`src/design/bmx_pkg.sv`:
```
package bmx_pkg;

    // ****************************************
    // Widths and opcodes
    // ****************************************
    localparam int         BYTE_W      = 8;
    localparam int         IDX_W       = 3;
    localparam int         NIB_W       = 4;
    localparam int         CNT_W       = 4;
    localparam logic [7:0] OPC_BIT_CS  = 8'h77;
    localparam logic [7:0] OPC_BIT_OR  = 8'h07;
    localparam logic [7:0] OPC_BIT_JMP = 8'h37;

    // ****************************************
    // Cycle counts per instruction
    // ****************************************
    localparam logic [3:0] CYC_CS      = 4'h4;
    localparam logic [3:0] CYC_OR      = 4'h6;
    localparam logic [3:0] CYC_JMP     = 4'ha;
    localparam logic [3:0] CNT_FIRST   = 4'h1;
    localparam logic [3:0] CNT_RD_A    = 4'h1;
    localparam logic [3:0] CNT_RD_B    = 4'h2;

    // ****************************************
    // Second operand byte fields
    // ****************************************
    localparam int         B2_REG_HI   = 7;
    localparam int         B2_REG_LO   = 4;
    localparam int         B2_IDX_HI   = 3;
    localparam int         B2_IDX_LO   = 1;
    localparam int         B2_SEL      = 0;
    localparam int         DISP_SIGN   = 7;

    // ****************************************
    // Flag register layout
    // ****************************************
    localparam int         FLG_Z       = 6;
    localparam int         FLG_S       = 5;
    localparam logic [7:0] FLG_KEEP    = 8'h9f;
    localparam logic [7:0] BIT0_MASK   = 8'h01;
    localparam logic [2:0] IDX_ZERO    = 3'h0;

    typedef enum logic [1:0] {
        BMX_MODE_CLR,
        BMX_MODE_SET,
        BMX_MODE_OR
    } bmx_mode_t;

    typedef enum logic [1:0] {
        BMX_OP_CS,
        BMX_OP_OR,
        BMX_OP_JMP
    } bmx_op_t;

    typedef enum logic {
        BMX_IDLE,
        BMX_RUN
    } bmx_st_t;

endpackage

```
`src/design/bmx_exec_unit.sv`:
```
`timescale 1ns/1ps
// Contract
// - Clear-bit forces the chosen bit of the working register to zero and keeps all other bits.
// - Set-bit forces the chosen bit of the working register to one and keeps all other bits.
// - Clear-bit, set-bit and jump-if-bit-clear never touch the flag register.
// - Opcode 77 is two bytes and four cycles; byte two holds register, bit index, and clear(0)/set(1).
// - Bit-OR ORs the chosen bit of the byte-three register with bit zero of the working register into the destination bit only.
// - After bit-OR, zero flag mirrors a zero result, sign is cleared, overflow undefined, carry, D and H kept.
// - Opcode 07 is three bytes and six cycles; byte-two bit zero picks which operand is the destination.
// - Jump-if-bit-clear adds the displacement to the program counter when the tested bit is zero.
// - Opcode 37 with byte-two bit zero clear is three bytes and ten cycles; byte three is the displacement.
// - The displacement is a signed byte so targets lie from 128 back to 127 forward.
// - Opcode 37 with byte-two bit zero set jumps only when the tested bit is one.
module bmx_exec_unit
    import bmx_pkg::*;
#(
    parameter int PC_W = 16
) (
    input  wire logic            clk,
    input  wire logic            rst,
    input  wire logic            ce,
    input  wire logic            start,
    input  wire logic [7:0]      opcode,
    input  wire logic [7:0]      byte2,
    input  wire logic [7:0]      byte3,
    input  wire logic [PC_W-1:0] pc_next,
    input  wire logic [3:0]      reg_ptr,
    input  wire logic [7:0]      flags_in,
    input  wire logic [7:0]      rf_rdata,
    output logic                 busy,
    output logic [7:0]           rf_raddr,
    output logic                 rf_we,
    output logic [7:0]           rf_waddr,
    output logic [7:0]           rf_wdata,
    output logic                 flags_we,
    output logic [7:0]           flags_wdata,
    output logic                 pc_load,
    output logic [PC_W-1:0]      pc_target,
    output logic                 done
);

    // ****************************************
    // State
    // ****************************************
    typedef struct packed {
        bmx_st_t         st;
        bmx_op_t         op;
        logic [3:0]      cnt;
        logic [3:0]      last;
        logic [3:0]      rp;
        logic [7:0]      b2;
        logic [7:0]      b3;
        logic [PC_W-1:0] pcn;
        logic [7:0]      a_val;
        logic [7:0]      b_val;
        logic            rf_we;
        logic [7:0]      rf_waddr;
        logic [7:0]      rf_wdata;
        logic            flags_we;
        logic [7:0]      flags_wdata;
        logic            pc_load;
        logic [PC_W-1:0] pc_target;
        logic            done;
    } bmx_state_t;

    bmx_state_t      s_r;
    bmx_state_t      s_nxt;

    logic            sel;
    logic [2:0]      idx;
    logic [7:0]      wreg;
    logic [7:0]      addr_a;
    logic [7:0]      addr_b;
    logic            legal;
    bmx_mode_t       op_mode;
    logic [2:0]      op_idx;
    logic            op_or_in;
    logic [7:0]      res_byte;
    logic            res_bit;
    logic            taken;
    logic [PC_W-1:0] disp_ext;
    logic [7:0]      dst_mask;

    // ****************************************
    // Operand decode
    // ****************************************
    assign sel      = s_r.b2[B2_SEL];
    assign idx      = s_r.b2[B2_IDX_HI:B2_IDX_LO];
    assign wreg     = {s_r.rp, s_r.b2[B2_REG_HI:B2_REG_LO]};
    assign legal    = (opcode == OPC_BIT_CS) || (opcode == OPC_BIT_OR) || (opcode == OPC_BIT_JMP);
    assign disp_ext = {{(PC_W-BYTE_W){s_r.b3[DISP_SIGN]}}, s_r.b3};
    assign dst_mask = sel ? (BIT0_MASK << idx) : BIT0_MASK;

    always_comb begin
        // Operand A is always the register that gets written back
        addr_a = wreg;
        addr_b = s_r.b3;
        if (s_r.op == BMX_OP_OR && sel) begin
            addr_a = s_r.b3;
            addr_b = wreg;
        end
    end

    assign rf_raddr = (s_r.cnt == CNT_RD_B) ? addr_b : addr_a;

    always_comb begin
        op_mode  = BMX_MODE_OR;
        op_idx   = idx;
        op_or_in = 1'b0;
        case (s_r.op)
            BMX_OP_CS: begin
                op_mode = sel ? BMX_MODE_SET : BMX_MODE_CLR;
            end
            BMX_OP_OR: begin
                op_idx   = sel ? idx : IDX_ZERO;
                op_or_in = sel ? s_r.b_val[IDX_ZERO] : s_r.b_val[idx];
            end
            default: begin
                op_mode = BMX_MODE_OR;
            end
        endcase
    end

    bmx_bit_op #(
        .W       (BYTE_W),
        .IW      (IDX_W)
    ) u_bit_op (
        .val     (s_r.a_val),
        .idx     (op_idx),
        .mode    (op_mode),
        .or_in   (op_or_in),
        .res     (res_byte),
        .res_bit (res_bit)
    );

    // Same test serves both branch senses: sel names the bit value that jumps
    assign taken = (s_r.a_val[idx] == sel);

    // ****************************************
    // Sequencer
    // ****************************************
    always_comb begin
        s_nxt          = s_r;
        s_nxt.rf_we    = 1'b0;
        s_nxt.flags_we = 1'b0;
        s_nxt.pc_load  = 1'b0;
        s_nxt.done     = 1'b0;
        case (s_r.st)
            BMX_IDLE: begin
                // Unsupported opcodes are left to other execution paths
                if (start && legal) begin
                    s_nxt.st  = BMX_RUN;
                    s_nxt.cnt = CNT_FIRST;
                    s_nxt.rp  = reg_ptr;
                    s_nxt.b2  = byte2;
                    s_nxt.b3  = byte3;
                    s_nxt.pcn = pc_next;
                    if (opcode == OPC_BIT_CS) begin
                        s_nxt.op   = BMX_OP_CS;
                        s_nxt.last = CYC_CS;
                    end else if (opcode == OPC_BIT_OR) begin
                        s_nxt.op   = BMX_OP_OR;
                        s_nxt.last = CYC_OR;
                    end else begin
                        s_nxt.op   = BMX_OP_JMP;
                        s_nxt.last = CYC_JMP;
                    end
                end
            end
            BMX_RUN: begin
                if (s_r.cnt == CNT_RD_A) begin
                    s_nxt.a_val = rf_rdata;
                end
                if (s_r.cnt == CNT_RD_B && s_r.op == BMX_OP_OR) begin
                    s_nxt.b_val = rf_rdata;
                end
                if (s_r.cnt == s_r.last - CNT_FIRST) begin
                    s_nxt.st       = BMX_IDLE;
                    s_nxt.done     = 1'b1;
                    s_nxt.rf_waddr = addr_a;
                    s_nxt.rf_wdata = res_byte;
                    s_nxt.rf_we    = (s_r.op != BMX_OP_JMP);
                    // Flags only ever move on bit-OR; overflow is kept as is
                    s_nxt.flags_we = (s_r.op == BMX_OP_OR);
                    s_nxt.flags_wdata        = flags_in;
                    s_nxt.flags_wdata[FLG_Z] = ~res_bit;
                    s_nxt.flags_wdata[FLG_S] = 1'b0;
                    s_nxt.pc_load   = (s_r.op == BMX_OP_JMP) && taken;
                    s_nxt.pc_target = s_r.pcn + disp_ext;
                end else begin
                    s_nxt.cnt = s_r.cnt + CNT_FIRST;
                end
            end
            default: begin
                s_nxt.st = BMX_IDLE;
            end
        endcase
    end

    always_ff @(posedge clk) begin
        if (rst) begin
            s_r <= '0;
        end else if (ce) begin
            s_r <= s_nxt;
        end
    end

    // ****************************************
    // Outputs
    // ****************************************
    assign busy        = (s_r.st == BMX_RUN);
    assign rf_we       = s_r.rf_we;
    assign rf_waddr    = s_r.rf_waddr;
    assign rf_wdata    = s_r.rf_wdata;
    assign flags_we    = s_r.flags_we;
    assign flags_wdata = s_r.flags_wdata;
    assign pc_load     = s_r.pc_load;
    assign pc_target   = s_r.pc_target;
    assign done        = s_r.done;
endmodule

```
`src/design/bmx_bit_op.sv`:
```
`timescale 1ns/1ps
module bmx_bit_op
    import bmx_pkg::*;
#(
    parameter int W  = BYTE_W,
    parameter int IW = IDX_W
) (
    input  wire logic [W-1:0]  val,
    input  wire logic [IW-1:0] idx,
    input  wire bmx_mode_t     mode,
    input  wire logic          or_in,
    output logic [W-1:0]       res,
    output logic               res_bit
);

    // ****************************************
    // One selected bit changes, all others pass
    // ****************************************
    for (genvar i = 0; i < W; i++) begin : g_bit
        always_comb begin
            if (idx == IW'(i)) begin
                case (mode)
                    BMX_MODE_CLR: res[i] = 1'b0;
                    BMX_MODE_SET: res[i] = 1'b1;
                    default:      res[i] = val[i] | or_in;
                endcase
            end else begin
                res[i] = val[i];
            end
        end
    end

    assign res_bit = res[idx];

endmodule

```
`config.mk`:
```
export PLATFORM = sky130hd
export DESIGN_NAME = bmx_exec_unit
export DESIGN_NICKNAME = d
export VERILOG_FILES = /design/src/design/bmx_pkg.sv /design/src/design/bmx_exec_unit.sv /design/src/design/bmx_bit_op.sv
export SDC_FILE = /design/constraint.sdc
export NUM_CORES = 1
export LEC_CHECK = 0
export BUFFER_PORTS_ARGS = -buffer_cell sky130_fd_sc_hd__buf_4
export CORE_ASPECT_RATIO = 1.25
export CORE_MARGIN = 2
export CORE_UTILIZATION = 50
export DETAILED_ROUTE_END_ITERATION = 10
export PLACE_DENSITY = 0.8
export SYNTH_ARGS = -nofsm -noshare
export SYNTH_HDL_FRONTEND = slang
export SYNTH_SLANG_ARGS = --single-unit
```
`constraint.sdc`:
```
create_clock -name clk -period 2.3 [get_ports clk]
set_input_delay 0.23 -clock clk [delete_from_list [all_inputs] [get_ports clk]]
set_output_delay 0.23 -clock clk [all_outputs]
set_load 0.02 [all_outputs]
```
==> results.md <==
* Outcome: finished clean
* F_max at 449 MHz
* Htree depth at 3
* Hold_ws at 0.130 ns
* Max-slew headroom at 52.4%
* Setup crit start kind: register
* Total Power at 3.47 mW
* Detailed Route WL at 14100 um
* Critical Path End Type: register
* Fill cells at 921
* Antenna violations before repair at 0
* Chip height at 122 um
* DP Cell Count at 879
* Fin crit share at 96.7%
* Crit path kind: register to register
* Gr usage total at 23.1%
* Starting DRT DRC Count at 198
* Post-synth top area share at 37.6%
* Detailed placer's ending HPWL at 10300 um
* Final net count at 845
* Ys async rst share at 0%
* Clock Latency Late Sink at 0.35 ns
* CTS tree: built
* Maximum VDD drop at 0.446 mV
* TritonRoute pass-1 iters at 4
* Root buf cell: clkbuf_16
* Skew final at 0.00950 ns
* Register Area at 2090 um^2
* RSZ-0062 raised after global routing: yes
* Hold Crit Depth at 2
* Most common cell after layout, fill and taps aside: buf_4
* Worst-Margin Slew at 0.714 ns
* IO Pins at 117
* Routability cong. at 0.914
* Layout cells sized above 1 at 25.6%
* Post-CTS Hold Buffers at 0
* Final WS setup at 0.0753 ns
* Standard-cell rows at 42
* Final Max Slew Viols at 0
* # setup viols final at 0
* Met2 wire len at 7220 um
* Final hold vios at 0
* CP required at 2.54 ns
* Synth Warn # at 0
* EDFF count, synth at 0
* Syn_nets at 772
* CTS sink cnt at 104
* Clock buffer depth at 2
* Die X-Extent at 98.1 um
* Largest net degree at the start of global routing at 54
* Reg2Reg Depth at 7
* Worst Path Max Fanout at 3
* CP Data Arrival Time at 2.47 ns
* Vias per cell at 5.69
* Hold Crit Class: primary input to register
* Port bufs at 113
* Vias in the first global route at 4869
* Highest-count cells in the layout ignoring fill and taps: buf_4 (145), nand2_1 (144), dfxtp_1 (99), a21oi_1 (88), nor2_1 (35)
* PD cells at 517 nW/um^2
* Clk slew on worst S/H paths at 0.07 ns
* Routed vias at 5111
* Antenna viol nets, final at 0
* Final core utilization at 62.9%
* Post-route DRC violation count at 0
* Largest cells by area after synthesis: dfxtp_1 (38%), nand2_1 (9.8%), a21oi_1 (8.0%)
* Sequential area share after synthesis at 37.6%
* Gate Count Post-Synth at 688
* Initial Util at 51.9%
* Post-Syn Area per Cell at 8.04 um^2
* First-pass GRT wire length at 22500 um
* Routed wire per std cell at 15.8 um
* Ant diodes at 0
* Max layer used: met4
* Routed length on met3 at 836 um
* Synth-to-Final Area Change at 21.2%
* Crit path time final at 2.22 ns
* Cell type with the largest total area after synthesis: dfxtp_1
* WL met1 at 5740 um
* Core Region at 10700 um^2
* Total CTS buffers at 9
* Multi-input combinational cell area at 2980 um^2
* Pleak at 2.66 nW
* Main synth FF type: dfxtp_1
* Max-cap violation count at 0
* Die area at 11900 um^2
* Overflow after GRT at 0
* Synth Register Bits at 104
* Synth cell types at 68
* Synthesized area at 5530 um^2
* Layout Cells excl Fill at 898
* Post-Place Worst Slack at -0.0547 ns
cell type report:
class | count | area share (%)
Sequential cell | 104 | 31.2
Clock buffer | 11 | 3.62
Inverter | 12 | 0.671
Tap cell | 132 | 2.46
Clock inverter | 5 | 0.839
Timing Repair Buffer | 147 | 16.8
Multi-Input combinational cell | 487 | 44.4
logic make-up after synthesis:
logic type	share of synthesized area (%)
AND/OR/NAND/NOR	21.1
AO/OA/AOI/OAI	18.9
flip-flops	37.6
buffers and inverters	9.86
multiplexers	5.20
adder cells (fa/ha/maj)	4.66
XOR/XNOR	2.62
other	0.0678
worst paths after layout:
kind / start / end / slack, ns
max: s_r[61]$_SDFFE_PP0P_ / pc_target[15]$_SDFFE_PP0P_ / 0.08
min: rst / s_r[74]$_SDFFE_PP0P_ / 0.13
max reg2reg: s_r[61]$_SDFFE_PP0P_ / pc_target[15]$_SDFFE_PP0P_ / 0.08
min reg2reg: pc_target[7]$_SDFFE_PP0P_ / pc_target[7]$_SDFFE_PP0P_ / 0.45
state kept, by name, summed over array words and instances, names as in the netlist:
signal       flops
busy             1
disp_ext         8
done             1
flags_wdata      7
flags_we         1
idx              3
pc_load          1
pc_target       16
rf_waddr         8
rf_wdata         8
rf_we            1
s_r             49
metal layers:
metal	vias up	global-route usage, %
li1	2521	-
met1	2392	26.8
met2	173	42.1
met3	25	3.79
met4	0	9.29
met5	-	0
synthesized netlist by cell type, drive strengths merged (3+ instances only):
| cell type | instances |
|---|---|
| nor2b | 8 |
| mux4 | 3 |
| o21a | 4 |
| nor3 | 16 |
| xnor2 | 5 |
| mux2i | 13 |
| and2 | 3 |
| ha | 19 |
| or2 | 3 |
| inv | 11 |
| a211oi | 7 |
| nor4b | 4 |
| nand2 | 145 |
| o22ai | 4 |
| o221ai | 3 |
| mux2 | 8 |
| dfxtp | 104 |
| clkbuf | 25 |
| nor2 | 36 |
| nand2b | 6 |
| nand3 | 22 |
| o21ai | 12 |
| buf | 60 |
| a2111oi | 3 |
| a31oi | 8 |
| a21o | 6 |
| a21oi | 88 |
| o31ai | 3 |
| xor2 | 9 |
| a311oi | 10 |
where the power goes:
part | switching [mW] | internal, mW | total (mW)
clock network | 0.660 | 0.872 | 1.53
registers | 0.00161 | 1.80 | 1.80
logic | 0.0627 | 0.0770 | 0.140
total | 0.724 | 2.75 | 3.47
stage by stage:
step	cell area [um^2]	TNS, ns
4_1_cts	6620	0
5_1_grt	6710	-0.0488
2_1_floorplan	5530	0
3_3_place_gp	6300	0
3_5_place_dp	6300	-0.0877
6_report	6710	0
repair_timing:
action,CTS,global route
gates resized for setup,5,17
setup buffers,0,3
setup endpoints to repair,11,24
gates cloned,0,0
pin swaps,0,4
worst max-delay path, cell delays in order (launching register included):
cell and delay [ns]:
dfxtp_1 0.33, ha_1 0.32, a211o_1 0.36, a2111oi_4 0.36, o21ai_1 0.17, a41oi_2 0.26
nand4b_1 0.16, o311a_1 0.16
(Power assumes the default switching activity.)
